==> config.mk <==
export PLATFORM = sky130hd
export DESIGN_NAME = lpw_top
export DESIGN_NICKNAME = d
export VERILOG_FILES = /design/src/inc/lpw_pkg.sv /design/src/logic/lpw_wake_cnt.sv /design/src/logic/lpw_top.sv
export SDC_FILE = /design/constraint.sdc
export NUM_CORES = 1
export LEC_CHECK = 0
export ABC_CLOCK_PERIOD_IN_PS = 6320
export BUFFER_PORTS_ARGS = -buffer_cell sky130_fd_sc_hd__clkbuf_2
export CORE_UTILIZATION = 56
export DETAILED_ROUTE_END_ITERATION = 8
export PLACE_DENSITY = 0.91
export SLEW_MARGIN = 40
export SYNTH_ARGS = -nofsm -noshare
export SYNTH_HDL_FRONTEND = slang
export SYNTH_SLANG_ARGS = --single-unit
==> constraint.sdc <==
create_clock -name core_clk_i -period 6.32 [get_ports core_clk_i]
set_input_delay 1.264 -clock core_clk_i [delete_from_list [all_inputs] [get_ports core_clk_i]]
set_output_delay 1.264 -clock core_clk_i [all_outputs]
set_load 0.02 [all_outputs]
==> src/inc/lpw_pkg.sv <==
// package for the low power wake-up controller: register map, fields, timing constants
// assumes one 250 MHz core clock and classic wishbone register access
package lpw_pkg;
  // register byte addresses
  localparam logic [3:0] ADDR_CLKMD  = 4'h0;  // clock mode
  localparam logic [3:0] ADDR_WAKEEN = 4'h4;  // per-pin wake enable
  localparam logic [3:0] ADDR_AUX    = 4'h8;  // auxiliary control
  localparam logic [3:0] ADDR_STAT   = 4'hc;  // status, read only
  // clock mode fields
  localparam int CLK_FAST_EN = 4;
  localparam int CLK_SLOW_EN = 2;
  localparam int CLK_WDT_EN  = 1;
  localparam logic [7:0] CLKMD_RST = 8'hf6;
  // aux fields
  localparam int AUX_FAST_WAKE = 0;
  localparam logic [7:0] AUX_RST    = 8'h00;
  localparam logic [7:0] WAKEEN_RST = 8'h00;
  // wake counts in slow oscillator periods
  localparam logic [11:0] WAKE_NORMAL_CNT = 12'h800;  // 2048
  localparam logic [11:0] WAKE_FAST_CNT   = 12'h020;  // 32
  localparam logic [8:0]  TMR_WAKE_CNT    = 9'h100;   // 256 cycles to bit 8
  // slow oscillator modelled as enable: 62 kHz from 250 MHz
  localparam int CLK_HZ  = 250_000_000;
  localparam int SLOW_HZ = 62_000;
  localparam logic [11:0] SLOW_DIV = 12'(CLK_HZ / SLOW_HZ);
  // reset causes
  localparam logic [1:0] RC_POWER = 2'h0;
  localparam logic [1:0] RC_LVR   = 2'h1;
  localparam logic [1:0] RC_PIN   = 2'h2;
  localparam logic [1:0] RC_WDT   = 2'h3;
  typedef enum logic [1:0] {
    LPW_RUN,
    LPW_LIGHT,
    LPW_DEEP,
    LPW_WAKE
  } lpw_mode_t;
endpackage

==> src/logic/lpw_wake_cnt.sv <==
// wake delay counter, advanced on slow oscillator enable pulses
// assumes start is a one-cycle pulse and tick a one-cycle enable
module lpw_wake_cnt (
  input  wire logic        core_clk_i,
  input  wire logic        arst_n_i,
  input  wire logic        start_i,
  input  wire logic        tick_i,
  input  wire logic [11:0] limit_i,
  output logic             done_o
);
  typedef struct packed {
    logic [11:0] cnt;
    logic        run;
    logic        done;
  } lpw_cnt_t;
  lpw_cnt_t s_q;
  lpw_cnt_t s_d;

  // count slow periods until limit, then pulse done
  always_comb begin
    s_d = s_q;
    s_d.done = 1'b0;
    if (start_i) begin
      s_d.cnt = 12'h000;
      s_d.run = 1'b1;
    end else if (s_q.run && tick_i) begin
      s_d.cnt = s_q.cnt + 12'h001;
      if (s_q.cnt + 12'h001 == limit_i) begin
        s_d.run  = 1'b0;
        s_d.done = 1'b1;
      end
    end
  end

  always_ff @(posedge core_clk_i or negedge arst_n_i) begin
    if (!arst_n_i) begin
      s_q <= '0;
    end else begin
      s_q <= s_d;
    end
  end
  assign done_o = s_q.done;
endmodule

==> src/logic/lpw_top.sv <==
// power mode and wake-up sequencer with wishbone register slave
// assumes the core gives one-cycle sleep pulses and pins are synchronous
// Contract
// - three modes: run, light sleep by one op, deep sleep by another
// - light sleep gates only the system clock, oscillators keep state
// - program memory powered off in both sleep modes
// - timers stop in light sleep if on system clock or dead oscillator
// - light sleep ends on enabled input pin toggle or timer event
// - timer on slow osc from zero at bit 8 wakes after 256 periods
// - deep sleep stops every oscillator at once
// - deep sleep keeps data memory and registers unchanged
// - deep sleep wakes only on pin toggle; timers only in light sleep
// - pin wake resumes at next instruction, no restart
// - pin wakes only when wake-enabled and configured as input
// - normal wake resumes 2048 slow periods after the event
// - fast wake resumes 32 slow periods after the event
// - any reset returns registers to defaults and restarts execution
// - data memory kept across pin reset and watchdog reset
// - clock mode bit 1 enables watchdog; slow osc off disables it too
//
// Local design decisions: the address map and register access over Wishbone.
module lpw_top #(
  // core cycles per slow oscillator period; a bench may shorten it
  parameter logic [11:0] SLOW_DIV = lpw_pkg::SLOW_DIV
) (
  input  wire logic        core_clk_i,
  input  wire logic        arst_n_i,
  input  wire logic        wb_cyc_i,
  input  wire logic        wb_stb_i,
  input  wire logic        wb_we_i,
  input  wire logic [3:0]  wb_adr_i,
  input  wire logic [3:0]  wb_sel_i,
  input  wire logic [31:0] wb_dat_i,
  output logic [31:0]      wb_dat_o,
  output logic             wb_ack_o,
  input  wire logic        light_sleep_req_i,
  input  wire logic        deep_sleep_req_i,
  input  wire logic [7:0]  pin_in_i,
  input  wire logic [7:0]  pin_direction_bit_i,
  input  wire logic        t16_evt_i,
  input  wire logic        pwm_evt_i,
  input  wire logic        t16_on_sysclk_i,
  input  wire logic        pwm_on_sysclk_i,
  input  wire logic        t16_on_fast_i,
  input  wire logic        pwm_on_fast_i,
  input  wire logic [1:0]  reset_cause_i,
  output logic             sys_clk_en_o,
  output logic             fast_internal_osc_en_o,
  output logic             slow_internal_osc_en_o,
  output logic             otp_power_o,
  output logic             t16_run_o,
  output logic             pwm_run_o,
  output logic             watchdog_timer_en_o,
  output logic             ram_keep_o,
  output logic             resume_o
);
  typedef struct packed {
    lpw_pkg::lpw_mode_t mode;
    logic        deep;
    logic [7:0]  clkmd;
    logic [7:0]  wakeen;
    logic [7:0]  aux;
    logic [7:0]  pin_prev;
    logic [11:0] div;
    logic        tick;
    logic        start;
    logic        ack;
    logic [31:0] rdat;
    logic        ram_keep;
    logic        resume;
    logic        sys_en;
    logic        fast_en;
    logic        slow_en;
    logic        otp;
    logic        t16_run;
    logic        pwm_run;
    logic        wdt_en;
  } lpw_state_t;

  lpw_state_t s_q;
  lpw_state_t s_d;
  logic       cnt_done;
  logic [7:0] pin_wake;
  logic       pin_evt;
  logic       tmr_evt;
  logic       wb_req;
  logic [11:0] wake_limit;

  // pin wake: enabled, input, toggled
  assign pin_wake = (pin_in_i ^ s_q.pin_prev) & s_q.wakeen & pin_direction_bit_i;
  assign pin_evt  = |pin_wake;
  // timer events only count while light sleeping
  assign tmr_evt  = (s_q.mode == lpw_pkg::LPW_LIGHT) && (t16_evt_i || pwm_evt_i);
  assign wb_req   = wb_cyc_i && wb_stb_i && !s_q.ack;
  // fast or normal delay
  assign wake_limit = s_q.aux[lpw_pkg::AUX_FAST_WAKE] ? lpw_pkg::WAKE_FAST_CNT
                                                      : lpw_pkg::WAKE_NORMAL_CNT;

  lpw_wake_cnt u_cnt (
    .core_clk_i (core_clk_i),
    .arst_n_i   (arst_n_i),
    .start_i    (s_q.start),
    .tick_i     (s_q.tick),
    .limit_i    (wake_limit),
    .done_o     (cnt_done)
  );

  // mode sequencing, register slave and output levels
  always_comb begin
    s_d = s_q;
    s_d.start    = 1'b0;
    s_d.resume   = 1'b0;
    s_d.ack      = 1'b0;
    s_d.pin_prev = pin_in_i;
    // ram kept for pin and watchdog resets, caught after release
    s_d.ram_keep = (reset_cause_i == lpw_pkg::RC_PIN)
                   || (reset_cause_i == lpw_pkg::RC_WDT);
    // slow oscillator period as a divider enable
    s_d.tick = 1'b0;
    if (s_q.div == SLOW_DIV - 12'h001) begin
      s_d.div  = 12'h000;
      s_d.tick = 1'b1;
    end else begin
      s_d.div = s_q.div + 12'h001;
    end
    // registers: writes only while running, contents frozen in sleep
    if (wb_req) begin
      s_d.ack = 1'b1;
      if (wb_we_i && wb_sel_i[0] && s_q.mode == lpw_pkg::LPW_RUN) begin
        case (wb_adr_i)
          lpw_pkg::ADDR_CLKMD:  s_d.clkmd  = wb_dat_i[7:0];
          lpw_pkg::ADDR_WAKEEN: s_d.wakeen = wb_dat_i[7:0];
          lpw_pkg::ADDR_AUX:    s_d.aux    = wb_dat_i[7:0];
          default: ;
        endcase
      end
      case (wb_adr_i)
        lpw_pkg::ADDR_CLKMD:  s_d.rdat = {24'h000000, s_q.clkmd};
        lpw_pkg::ADDR_WAKEEN: s_d.rdat = {24'h000000, s_q.wakeen};
        lpw_pkg::ADDR_AUX:    s_d.rdat = {24'h000000, s_q.aux};
        lpw_pkg::ADDR_STAT:   s_d.rdat = {28'h0000000, s_q.ram_keep, s_q.deep, s_q.mode};
        default:              s_d.rdat = 32'h00000000;
      endcase
    end
    // mode machine
    case (s_q.mode)
      lpw_pkg::LPW_RUN: begin
        if (deep_sleep_req_i) begin
          s_d.mode = lpw_pkg::LPW_DEEP;
          s_d.deep = 1'b1;
        end else if (light_sleep_req_i) begin
          s_d.mode = lpw_pkg::LPW_LIGHT;
          s_d.deep = 1'b0;
        end
      end
      lpw_pkg::LPW_LIGHT: begin
        if (pin_evt || tmr_evt) begin
          s_d.mode  = lpw_pkg::LPW_WAKE;
          s_d.start = 1'b1;
        end
      end
      lpw_pkg::LPW_DEEP: begin
        if (pin_evt) begin
          s_d.mode  = lpw_pkg::LPW_WAKE;
          s_d.start = 1'b1;
        end
      end
      lpw_pkg::LPW_WAKE: begin
        if (cnt_done) begin
          s_d.mode   = lpw_pkg::LPW_RUN;
          s_d.resume = 1'b1;  // continue at next instruction
        end
      end
      default: s_d.mode = lpw_pkg::LPW_RUN;
    endcase
    // output levels from next mode
    s_d.sys_en  = (s_d.mode == lpw_pkg::LPW_RUN);
    s_d.otp     = (s_d.mode == lpw_pkg::LPW_RUN);
    // oscillators off in deep sleep; slow restarted for the wake count, fast held off until run
    s_d.fast_en = s_q.clkmd[lpw_pkg::CLK_FAST_EN] && (s_d.mode != lpw_pkg::LPW_DEEP)
                  && !(s_d.mode == lpw_pkg::LPW_WAKE && s_q.deep);
    s_d.slow_en = (s_q.clkmd[lpw_pkg::CLK_SLOW_EN] && s_d.mode != lpw_pkg::LPW_DEEP)
                  || s_d.mode == lpw_pkg::LPW_WAKE;
    // timers in light sleep
    s_d.t16_run = s_d.sys_en || (s_d.mode == lpw_pkg::LPW_LIGHT && !t16_on_sysclk_i
                  && (t16_on_fast_i ? s_d.fast_en : s_d.slow_en));
    s_d.pwm_run = s_d.sys_en || (s_d.mode == lpw_pkg::LPW_LIGHT && !pwm_on_sysclk_i
                  && (pwm_on_fast_i ? s_d.fast_en : s_d.slow_en));
    // watchdog enable and slow osc dependency
    s_d.wdt_en  = s_q.clkmd[lpw_pkg::CLK_WDT_EN] && s_q.clkmd[lpw_pkg::CLK_SLOW_EN]
                  && s_d.slow_en;
  end

  // register the state; any reset restores defaults
  always_ff @(posedge core_clk_i or negedge arst_n_i) begin
    if (!arst_n_i) begin
      s_q         <= '0;
      s_q.mode    <= lpw_pkg::LPW_RUN;
      s_q.clkmd   <= lpw_pkg::CLKMD_RST;
      s_q.wakeen  <= lpw_pkg::WAKEEN_RST;
      s_q.aux     <= lpw_pkg::AUX_RST;
      s_q.sys_en  <= 1'b1;
      s_q.otp     <= 1'b1;
      s_q.fast_en <= 1'b1;
      s_q.slow_en <= 1'b1;
      s_q.t16_run <= 1'b1;
      s_q.pwm_run <= 1'b1;
      s_q.wdt_en  <= 1'b1;
    end else begin
      s_q <= s_d;
    end
  end

  assign wb_dat_o               = s_q.rdat;
  assign wb_ack_o               = s_q.ack;
  assign sys_clk_en_o           = s_q.sys_en;
  assign fast_internal_osc_en_o = s_q.fast_en;
  assign slow_internal_osc_en_o = s_q.slow_en;
  assign otp_power_o            = s_q.otp;
  assign t16_run_o              = s_q.t16_run;
  assign pwm_run_o              = s_q.pwm_run;
  assign watchdog_timer_en_o    = s_q.wdt_en;
  assign ram_keep_o             = s_q.ram_keep;
  assign resume_o               = s_q.resume;

  // checks
  a_sleep_gates_clk: assert property (@(posedge core_clk_i) disable iff (!arst_n_i)
    (s_q.mode != lpw_pkg::LPW_RUN) |-> !sys_clk_en_o && !otp_power_o)
    else $error("system clock or otp on while asleep");
  a_deep_osc_off: assert property (@(posedge core_clk_i) disable iff (!arst_n_i)
    (s_q.mode == lpw_pkg::LPW_RUN && deep_sleep_req_i) |=> !fast_internal_osc_en_o
    && !slow_internal_osc_en_o)
    else $error("oscillator still on in deep sleep");
  a_deep_no_timer: assert property (@(posedge core_clk_i) disable iff (!arst_n_i)
    (s_q.mode == lpw_pkg::LPW_DEEP && !pin_evt) |=> s_q.mode == lpw_pkg::LPW_DEEP)
    else $error("deep sleep left without pin toggle");
  a_wdt_needs_slow: assert property (@(posedge core_clk_i) disable iff (!arst_n_i)
    !s_q.clkmd[lpw_pkg::CLK_SLOW_EN] |=> !watchdog_timer_en_o)
    else $error("watchdog on with slow oscillator off");
  a_regs_frozen: assert property (@(posedge core_clk_i) disable iff (!arst_n_i)
    (s_q.mode == lpw_pkg::LPW_DEEP) |=> $stable(s_q.wakeen) && $stable(s_q.aux))
    else $error("register changed in deep sleep");
  a_pin_gated: assert property (@(posedge core_clk_i) disable iff (!arst_n_i)
    (s_q.mode == lpw_pkg::LPW_DEEP && s_q.wakeen == 8'h00) |=> !s_q.start)
    else $error("wake from disabled pin");
  a_wake_resume: assert property (@(posedge core_clk_i) disable iff (!arst_n_i)
    resume_o |-> $past(s_q.mode) == lpw_pkg::LPW_WAKE && sys_clk_en_o)
    else $error("resume without wake sequence");
  a_fast_wait: assert property (@(posedge core_clk_i) disable iff (!arst_n_i)
    (s_q.start && s_q.aux[lpw_pkg::AUX_FAST_WAKE]) |-> ##[1:8] (s_q.mode == lpw_pkg::LPW_WAKE)
    ##1 !resume_o)
    else $error("fast wake resumed too early");
  c_light: cover property (@(posedge core_clk_i) s_q.mode == lpw_pkg::LPW_LIGHT);
  c_deep: cover property (@(posedge core_clk_i) s_q.mode == lpw_pkg::LPW_DEEP);
  c_resume: cover property (@(posedge core_clk_i) resume_o);
endmodule

==> metrics.md, run 1 <==
| Metric | Value |
|---|---|
| Yosys cell types | 46 |
| Total wire length | approximately 8000 um |
| Maxcap violations | 0 |
| Final ANT Viol Nets | 0 |
| Status | complete, no violations |
| Vias in the first global route | 2776 |
| Max Clk Rate | around 0.33 GHz |
| Synth Area in Simple Gates | 0.1431 |
| Die ar. | 0.007492 sq mm |
| Ys async rst share | 1.000 |
| Worst slew margin | 0.5318 |
| Maximum vdd drop | between 0.00015 and 0.0002 V |
| Resize count post-CTS | 0 |
| Tmin final | 3075 ps |
| Clock sinks | 80 |
| Syn avg cell area | approximately 11 sq um |
| Post-route cell area | 0.004394 sq mm |
| DRT iter0 DRCs | approximately 160 |
| Final setup viols | 0 |
| Setup CP Type | input port to flop |
| Flop pwr share | 0.515 |
| Setup bufs post-CTS | 0 |
| Clock insertion delay at the later pin of the skew report | ~350 ps |
| Internal | a little over 0.8 mW |
| Cell row count | 30 |
| RSZ-0062 raised after global routing | false |
| Vias per inst | around 5.5 |
| Longest Clk Path Bufs | 2 |
| Worst Hold Depth | 1 |
| Synth top area cells | dfrtp_1, dfstp_2, mux2_2 |
| Post-Synth Adder-Cell Area | 0.02188 |
| Initial antenna violation count | 0 |
| Post-Syn Instances | around 360 |
| Most common cell after layout, fill and taps aside | dfrtp_1 |
| Seq/Total Area, Yosys | 0.5038 |
| YS warnings | 0 |
| Synth top area share | 0.4250 |
| Post-synthesis compound-gate area fraction | 0.07375 |
| Layout cells sized above 1 | 0.2947 |
| Worst-path clk slew | around 80 ps |
| CTS Hold Bufs | 0 |
| Clk pwr share | 0.282 |
| Gate power share | 0.204 |
| Worst-margin pin slew | about 700 ps |
| Largest family of logic cells by synthesized area | simple AND/OR/NAND/NOR gates |
| Utilization after layout | 0.6432 |
| Via count | 2819 |
| GRT overflow | 0 |
| Die X | approximately 87 um |
| Nets@finish | between 400 and 500 |
| Crit path DAT | about 3300 ps |
| Most frequent cells in the layout | dfrtp_1, clkbuf_2, nand2_1, nor2_1 |
| Global-route wire length before repair | 12990 um |
| Final hold violations | 0 |
| Inserted Clock Buffers | 9 |
| Reg2Reg Depth | 5 |
| PwrDens | ~270 mW/mm^2 |
| Initial Util | 0.5861 |
| DP HPWL | 5742 um |
| Die H | 86.56 um |
| Setup TNS | 0 ps |
| Class of the worst hold path | flop to flop |
| Crit path capture type | flop |
| CTS tree | done |
| Layout Skew | between 7 and 8 ps |
| Static Leak | around 2.1 nW |
| Final period utilization | 0.4865 |
| Core Footprint | 0.006832 sq mm |
| GPL Wtd Cong | 0.8960 |
| Nature of the critical path startpoint | input port |
| Routed WL per cell | between 15 and 20 um |
| Post-Synth XOR/XNOR Area | 0.06563 |
| H-tree Lvls | 3 |
| Placed cell area | 0.004228 sq mm |
| Drt drc | 0 |
| Cell accounting for the most synthesized area | dfrtp_1 |
| Post-synth top flop | dfrtp_1 |
| Root Driver | clkbuf_8 |
| Worst Path Required | 6550 ps |
| 1st-pass router iterations | 4 |
| IO Port Bufs | 60 |
| CP Max Fanout | 10 |
| Synthesized flop and latch total | 80 |
| Post-synth EDFFs | 0 |
| Area delta synth->final | 9.750% |
| Ports | 113 |
| Final Slew Violations | 0 |
| Largest net degree at the start of global routing | between 80 and 90 |
| Sw Pwr | between 0.3 and 0.4 mW |
| Total GRT Usage | 0.2318 |
| Ant. Diodes | 0 |
| Post-synthesis mux area share | 0.1112 |
| Switching share of total power | 0.3029 |
| Post-synthesis cell area | about 0.0040 sq mm |
## power groups by stage
stage / registers [mW] / logic [mW] / clock network [mW]
2_1_floorplan: 0.615 / 0.171 / 0
3_3_place_gp: 0.607 / 0.225 / 0
3_5_place_dp: 0.611 / 0.238 / 0
4_1_cts: 0.601 / 0.240 / 0.335
5_1_grt: 0.607 / 0.261 / 0.355
6_report: 0.602 / 0.238 / 0.329
## worst max-delay path, stage by stage
cell and delay (ps):
clkbuf_2 120, nand3b_4 160, nor3_2 510, and4_1 340, nor3b_4 490, mux2_2 410
## layer usage
| layer | GRT usage | vias to the layer above | part of all wire |
|---|---|---|---|
| li1 | - | 1283 | - |
| met1 | 0.2753 | 1398 | 0.40 |
| met2 | 0.3766 | 107 | 0.51 |
| met3 | 0.06952 | 31 | 0.052 |
| met4 | 0.1333 | 0 | 0.036 |
| met5 | 0 | - | 0 |
## synthesized netlist by cell type, types with 2 or more instances
library cell	instances
a21boi_0	2
a21oi_1	5
dfrtp_1	68
mux4_2	4
o31ai_1	3
nand2b_1	3
clkbuf_1	10
xor2_1	13
nand3_1	14
nor2b_1	3
nor3_2	2
inv_1	8
and3_1	3
nand4_1	9
o21ai_0	8
nand2_1	30
dfstp_2	12
and2_1	4
nor2_1	30
o22ai_1	6
mux2i_1	7
a22o_1	9
buf_4	33
ha_1	7
nor3_1	4
mux2_2	24
xnor2_1	17
or2_2	2
a31oi_1	2
## cell families after synthesis
family,count (synthesis)
buffers and inverters,52
XOR/XNOR,30
AO/OA/AOI/OAI,41
other,1
multiplexers,36
adder cells (fa/ha/maj),7
AND/OR/NAND/NOR,112
flip-flops,80
## final timing paths
check / start / end / slack (ps)
hold reg to reg: s_q[44] / s_q[44] / 470
hold / removal: s_q[44] / s_q[44] / 470
min in group asynchronous: arst_n_i / s_q[88] / 950
max in group asynchronous: arst_n_i / s_q[52] / 4910
setup / recovery: wb_stb_i / s_q[83] / 3250
setup reg to reg: wb_ack_o / s_q[83] / 3820
## sequential cells by signal, summed over array words and instances, names as in the netlist
signal                  count
fast_internal_osc_en_o      1
t16_run_o                   1
slow_internal_osc_en_o      1
otp_power_o                 1
u_cnt.s_q                  13
watchdog_timer_en_o         1
s_q                        49
wb_ack_o                    1
u_cnt.done_o                1
wb_dat_o                    8
pwm_run_o                   1
ram_keep_o                  1
resume_o                    1
## through the flow
stage	power (mW)	cells	setup WS [ps]	hold slack, ps
floorplan	0.7854	382	3460	433.1
global placement	0.8323	494	2928	449.5
detailed placement	0.8490	494	2905	461.0
CTS	1.176	510	3280	471.6
global route	1.224	510	3132	484.4
finish	1.169	510	3245	466.8
## cell type report
class	count	area, sq um
clock inverter	3	17.52
sequential	80	2017
inverter	8	30.03
multi-input combinational	250	1754
timing repair buffer	60	306.5
fill	522	2437
clock buffer	13	148.9
tap	96	120.1
No activity file was read; power rests on OpenSTA's default activity.
==> run 2, diff against run 1 <==
ABC_AREA = 1   (was not set)
ABC_CLOCK_PERIOD_IN_PS = 2900   (was 6320)
CORE_UTILIZATION = 53   (was 56)
PLACE_DENSITY = 0.87   (was 0.91)
clock period = 2.9 ns   (was 6.32 ns; I/O delays follow)
==> run 2 against run 1 <==
Against the previous run:
- power rose by 120%
- global-route usage shrank 2.1 points
- synthesized cell count rose by 35%
- combinational power up 130%
- count of clock-buffer cells in the layout down 2
- hold slack got worse by 220 ps
- area after synthesis grew 3.2%
- sequential share of layout area fell by 1.4 points
- largest cell class unchanged
- largest power group unchanged
==> metrics.md, run 2 <==
| Metric | Value |
|---|---|
| GPL Wtd Cong | 0.8249 (-7.9%) |
| Setup bufs post-CTS | 0 (unchanged) |
| Status | complete, no violations |
| Vias per inst | 5.054 (-8.6%) |
| Post-Syn Instances | 483 (+35%) |
| Total GRT Usage | 0.2112 (-0.02060) |
| Clock sinks | 80 (unchanged) |
| Gate power share | 0.212 (+0.008) |
| Post-synth EDFFs | 0 (unchanged) |
| Global-route wire length before repair | 13600 um (+4.7%) |
| Post-synthesis cell area | 0.004130 sq mm (+3.2%) |
| PwrDens | 563.9 mW/mm^2 (+110%) |
| Layout Skew | 8.390 ps (+1.005 ps) |
| Synth top area cells | dfrtp_1, nand2_1, dfstp_2 |
| Clk pwr share | 0.289 (+0.007) |
| Switching share of total power | 0.3235 (+0.02065) |
| Worst Path Required | 3210 ps (-3340 ps) |
| Top post-synthesis cells by count | nand2_1, inv_1, dfrtp_1, buf_4, o21ai_0 |
| Initial Util | 0.5575 (-0.02857) |
| Core Footprint | 0.007408 sq mm (+8.4%) |
| Nets@finish | 617 (+27%) |
| IO Port Bufs | 60 (unchanged) |
| Crit path DAT | 2150 ps (-1160 ps) |
| Critical Path, Cell by Cell | inv_1 -> ha_1 -> inv_1 -> nor2_1 -> nand2_1 -> nand2_1 -> inv_1 -> a21oi_2 -> nand3_2 -> nand3_1 -> nand2_1 -> nand2_1 |
| Initial antenna violation count | 0 (unchanged) |
| RSZ-0062 raised after global routing | false |
| Largest stage delay, worst path | 440 ps (-70 ps) |
| Max Clk Rate | 0.5437 GHz |
| Resize count post-CTS | 0 (unchanged) |
| CTS Hold Bufs | 0 (unchanged) |
| Cell accounting for the most synthesized area | dfrtp_1 |
| Flop pwr share | 0.500 (-0.015) |
| Die H | 90.28 um (+4.3%) |
| Slowest cell on crit path | dfrtp_1 |
| Setup CP Type | flop to flop |
| Inserted Clock Buffers | 9 (unchanged) |
| Worst slew margin | 0.5294 (-0.002425) |
| Final hold violations | 0 (unchanged) |
| Ys async rst share | 1.000 (unchanged) |
| Vias in the first global route | 3130 (+13%) |
| Static Leak | 2.404 nW (+15%) |
| Reg2Reg Launch Point | s_q[90] |
| Die ar. | 0.008150 sq mm (+8.8%) |
| Max reg flops | 49 (unchanged) |
| Worst-margin pin slew | 706.0 ps (+3.638 ps) |
| Tmin final | 1839 ps |
| 1st-pass router iterations | 4 (unchanged) |
| Most common cell in the synthesized netlist | nand2_1 |
| Root Driver | clkbuf_8 |
| Worst-path clk slew | 80 ps (about the same) |
| Final ANT Viol Nets | 0 (unchanged) |
| CP Max Fanout | 7 (-3) |
| Total wire length | 7899 um (-1.1%) |
| Internal | 1.731 mW (+110%) |
| Worst Setup SP | s_q[90] |
| Drt drc | 0 (unchanged) |
| Routed WL per cell | 12.28 um (-22%) |
| Final period utilization | 0.6343 |
| Synth top area share | 0.4120 (-0.01300) |
| Die X | 90.28 um (+4.3%) |
| Synthesized flop and latch total | 80 (unchanged) |
| Cell row count | 31 (+3.3%) |
| Maximum vdd drop | 0.0002619 V (+41%) |
| Most used cell along the critical path | nand2_1 |
| Longest Clk Path Bufs | 2 (unchanged) |
| DRT iter0 DRCs | 221 (+42%) |
| GRT overflow | 0 (unchanged) |
| Post-synth top flop | dfrtp_1 |
| Reg with most FFs | s_q |
| Crit path capture type | flop |
| Ports | 113 (unchanged) |
| Layout cells sized above 1 | 0.2224 (-0.07226) |
| Final Slew Violations | 0 (unchanged) |
| Reg2Reg Depth | 12 (+7) |
| Seq/Total Area, Yosys | 0.4883 (-0.01541) |
| H-tree Lvls | 3 (unchanged) |
| Maxcap violations | 0 (unchanged) |
| Clock insertion delay at the later pin of the skew report | 360 ps (about the same) |
| Area delta synth->final | 9.845% (about the same) |
| Final setup viols | 0 (unchanged) |
| YS warnings | 0 (unchanged) |
| Class of the worst hold path | input port to asynchronous set/reset pin |
| Most frequent cells in the layout | nand2_1, inv_1, dfrtp_1 |
| CTS tree | done |
| DP HPWL | 5836 um (+1.6%) |
| Largest net degree at the start of global routing | 81 (unchanged) |
| Most common cell after layout, fill and taps aside | nand2_1 |
| Via count | 3250 (+15%) |
| Ant. Diodes | 0 (unchanged) |
| Min Hold Slack | 248.8 ps (-218.0 ps) |
| Nature of the critical path startpoint | flop |
| Syn avg cell area | 8.551 sq um (-23%) |
| Sw Pwr | 0.8277 mW (+130%) |
| Yosys cell types | 40 (-13%) |
| Setup TNS | 0 ps (unchanged) |
run 2: logic make-up (layout without fill, tap and decap cells):
logic type / after synthesis / in the layout / share of synthesized area
buf+inv: 113 / 151 / 0.1369
other cells: 1 / 24 / 0.0009079
simple gates: 206 / 206 / 0.2375
compound gates: 66 / 66 / 0.09391
fa+ha+maj: 7 / 7 / 0.02120
flops: 80 / 80 / 0.4883
xor+xnor: 10 / 10 / 0.02121
run 2: routing by layer:
metal / global-route usage / wire [um] / up-vias
met5: 0 / 0 / -
met4: 0.08468 / 131 / 0
met3: 0.05051 / 362 / 9
met2: 0.3486 / 3835 / 100
met1: 0.2683 / 3570 / 1556
li1: - / - / 1585
run 2: layout make-up:
| cell class | count | area [sq um] |
|---|---|---|
| sequential | 80 | 2017 |
| tap | 99 | 123.9 |
| clock buffer | 11 | 141.4 |
| inverter | 75 | 282.8 |
| clock inverter | 5 | 31.28 |
| multi-input combinational | 313 | 1634 |
| timing repair buffer | 60 | 306.5 |
| fill | 629 | 2872 |
run 2: worst paths after layout:
check	to	slack [ps]
max	t16_run_o	1060
min in group core_clk_i	ram_keep_o	330
max in group asynchronous	s_q[64]	2180
min reg2reg	s_q[44]	460
max reg2reg	t16_run_o	1060
min	s_q[54]	250
run 2: worst max-delay path: cells and delay by family, from the launching register on:
family,cells,cell delay (ps)
and+or+nand+nor,7,630
adders and majority gates,1,210
buffers and inverters,3,290
AOI/OAI and AO/OA,1,220
DFF,1,440
run 2: through the flow:
| stage | total power [mW] | worst slack (ps) | instances | cell area (sq um) | utilization |
|---|---|---|---|---|---|
| after floorplan | 1.707 | 1345 | 506 | 4217 | - |
| after global placement | 1.812 | 1071 | 627 | 4360 | 0.5886 |
| after detailed placement | 1.837 | 1018 | 627 | 4364 | 0.5891 |
| after CTS | 2.578 | 1081 | 643 | 4537 | 0.6124 |
| after global routing | 2.695 | 868.6 | 643 | 4537 | 0.6124 |
| final | 2.558 | 1061 | 643 | 4537 | 0.6124 |
run 2: power by group through the flow:
stage | registers (mW) | clock network (mW) | logic [mW]
2_1_floorplan | 1.33 | 0 | 0.381
3_3_place_gp | 1.29 | 0 | 0.518
3_5_place_dp | 1.30 | 0 | 0.537
4_1_cts | 1.28 | 0.761 | 0.539
5_1_grt | 1.29 | 0.800 | 0.606
6_report | 1.28 | 0.739 | 0.541
==> run 3, diff against run 2 <==
ABC_CLOCK_PERIOD_IN_PS = 1800   (was 2900)
clock period = 1.8 ns   (was 2.9 ns; I/O delays follow)
==> run 3 against run 2 <==
Against the previous run:
- combinational power up 84%
- worst setup slack got worse by 1000 ps
- largest cell class unchanged
- highest routed layer unchanged
- critical path depth shrank 4
- first-iteration DRC count decreased by 3.6%
- non-clock buffer count rose by 10
- via count increased by 2.2%
- sequential power is 62% higher
==> metrics.md, run 3 (synthesized netlist as in run 2, its figures left out) <==
| Metric | Value |
|---|---|
| Flop pwr share | 0.444 (-0.056) |
| 1st-pass router iterations | 5 (+1) |
| Most common cell after layout, fill and taps aside | nand2_1 |
| Crit path DAT | 2070 ps (-80 ps) |
| Post-route cell area | 0.004767 sq mm (+5.1%) |
| Die H | 90.28 um (unchanged) |
| Gate power share | 0.214 (+0.002) |
| Min Hold Slack | 109.6 ps (-139.2 ps) |
| Reg with most FFs | s_q |
| Most frequent cells in the layout | nand2_1, inv_1, dfrtp_1 |
| H-tree Lvls | 3 (unchanged) |
| Longest Clk Path Bufs | 2 (unchanged) |
| Drt drc | 0 (unchanged) |
| Inserted Clock Buffers | 9 (unchanged) |
| Critical Path, Cell by Cell | inv_2 -> ha_1 -> nor4_1 -> a21oi_4 -> nand3_2 -> nand3_1 -> nand2_1 -> nand2_1 |
| Tmin final | 1786 ps (-53.05 ps) |
| Max reg flops | 49 (unchanged) |
| Final setup viols | 0 (unchanged) |
| Internal | 3.275 mW (+89%) |
| Worst Path Required | 2090 ps (-1120 ps) |
| Final Slew Violations | 0 (unchanged) |
| Die X | 90.28 um (unchanged) |
| Cell row count | 31 (unchanged) |
| Nets@finish | 627 (+1.6%) |
| Max Clk Rate | 0.5598 GHz (+3.0%) |
| Setup CP Type | flop to flop |
| Crit path capture type | flop |
| Total wire length | 8672 um (+9.8%) |
| Layout Skew | 7.602 ps (-0.7882 ps) |
| Ports | 113 (unchanged) |
| Core Footprint | 0.007408 sq mm (unchanged) |
| CTS tree | done |
| Vias in the first global route | 3263 (+4.2%) |
| Buffers and inverters on the worst path | 1 (-2) |
| Tot Pwr | 4.663 mW (+82%) |
| Slowest cell on crit path | nor4_1 |
| IO Port Bufs | 60 (unchanged) |
| Sw Pwr | 1.389 mW (+68%) |
| GRT overflow | 0 (unchanged) |
| Initial Util | 0.5575 (unchanged) |
| Die ar. | 0.008150 sq mm (unchanged) |
| Switching share of total power | 0.2978 (-0.02576) |
| Initial antenna violation count | 0 (unchanged) |
| DP HPWL | 6237 um (+6.9%) |
| Final ANT Viol Nets | 0 (unchanged) |
| Nature of the critical path startpoint | flop |
| Largest stage delay, worst path | 520 ps (+80 ps) |
| Total GRT Usage | 0.2267 (+0.01548) |
| DRT iter0 DRCs | 213 (-3.6%) |
| Status | complete, no violations |
| PwrDens | 978.2 mW/mm^2 (+73%) |
| Static Leak | 2.513 nW (+4.5%) |
| Final period utilization | 0.9924 (+0.3581) |
| Clk pwr share | 0.342 (+0.053) |
| Area delta synth->final | 15.42% |
| Global-route wire length before repair | 14480 um (+6.4%) |
| Maxcap violations | 0 (unchanged) |
| Placed cell area | 0.004398 sq mm (+0.77%) |
| Worst-path clk slew | 80 ps (about the same) |
| Layout cells sized above 1 | 0.2581 (+0.03570) |
| Utilization after layout | 0.6435 (+0.03108) |
| Clock sinks | 80 (unchanged) |
| CP Max Fanout | 5 (-2) |
| RSZ-0062 raised after global routing | true |
| Fillers | 584 (-7.2%) |
| Maximum vdd drop | 0.0006345 V (+140%) |
| Ant. Diodes | 0 (unchanged) |
| Worst-margin pin slew | 550.0 ps (-156.0 ps) |
| Most used cell along the critical path | nand2_1 |
| Final hold violations | 0 (unchanged) |
| Root Driver | clkbuf_8 |
| GPL Wtd Cong | 0.8392 (+1.7%) |
| Clock insertion delay at the later pin of the skew report | 350 ps (about the same) |
| CP top delay family | simple AND/OR/NAND/NOR gates |
| Largest net degree at the start of global routing | 45 (-44%) |
| Placed Cells | 632 (+0.80%) |
| Final Non-Filler Cells | 653 (+1.6%) |
| Routed WL per cell | 13.28 um (+8.1%) |
| Via count | 3320 (+2.2%) |
| Vias per inst | 5.084 (+0.59%) |
| Worst slew margin | 0.6334 (+0.1040) |
| Class of the worst hold path | input port to flop |
[run 3: cell types whose count changed in the layout (fill, tap and decap cells not counted), moves of 2 or more]
cell,change
buf_4,+10
bufinv_16,+3
ha_1,-3
clkinv_2,-2
ha_4,+2
inv_1,-2
nand2_4,+2
nor3_1,-2
nor3_2,+2
xor2_1,-2
xor2_2,+2
[run 3: worst paths after layout]
| path | startpoint | end | slack (ps) | cells after the start |
|---|---|---|---|---|
| setup / recovery | s_q[89] | pwm_run_o | 10 | 8 |
| hold / removal | reset_cause_i[1] | ram_keep_o | 110 | 1 |
| setup reg to reg | s_q[89] | pwm_run_o | 10 | 8 |
| hold reg to reg | s_q[44] | s_q[44] | 470 | 1 |
| max in group asynchronous | arst_n_i | pwm_run_o | 620 | 3 |
| min in group asynchronous | arst_n_i | ram_keep_o | 540 | 2 |
[run 3: metal layers]
metal / global-route usage / share of wire / routed length [um]
met1: 0.2815 / 0.42 / 3674
met2: 0.3861 / 0.50 / 4316
met3: 0.04714 / 0.049 / 426
met4: 0.09274 / 0.029 / 254
met5: 0 / 0 / 0
[run 3: through the flow]
stage / setup TNS (ps) / worst slack [ps]
after floorplan: 0 / 257.7
after global placement: 0 / 88.83
after detailed placement: 0 / 31.31
after CTS: 0 / 11.15
after global routing: -213.9 / -74.87
final: 0 / 13.70
[run 3: what timing repair did]
item	in CTS	in global routing
buffers inserted	0	4
hold buffers	1	0
gates resized for setup	0	19
hold endpoints to repair	30	0
endpoints found under the setup margin	0	15
[run 3: area by class of cell]
type	count	area (sq um)	share of cell area
Clock inverter	5	103.9	0.02178
Tap cell	99	123.9	0.02598
Sequential cell	80	2018	0.4234
Clock buffer	11	141.4	0.02966
Inverter	75	285.3	0.05984
Multi-Input combinational cell	313	1714	0.3596
Timing Repair Buffer	70	380.4	0.07979
[run 3: power by group through the flow]
stage	Sequential (mW)	Clock [mW]	Combinational (mW)
6_report	2.07	1.60	0.997
5_1_grt	2.09	1.72	1.10
4_1_cts	2.06	1.63	0.893
3_5_place_dp	2.09	0	0.885
3_3_place_gp	2.08	0	0.844
2_1_floorplan	2.14	0	0.614
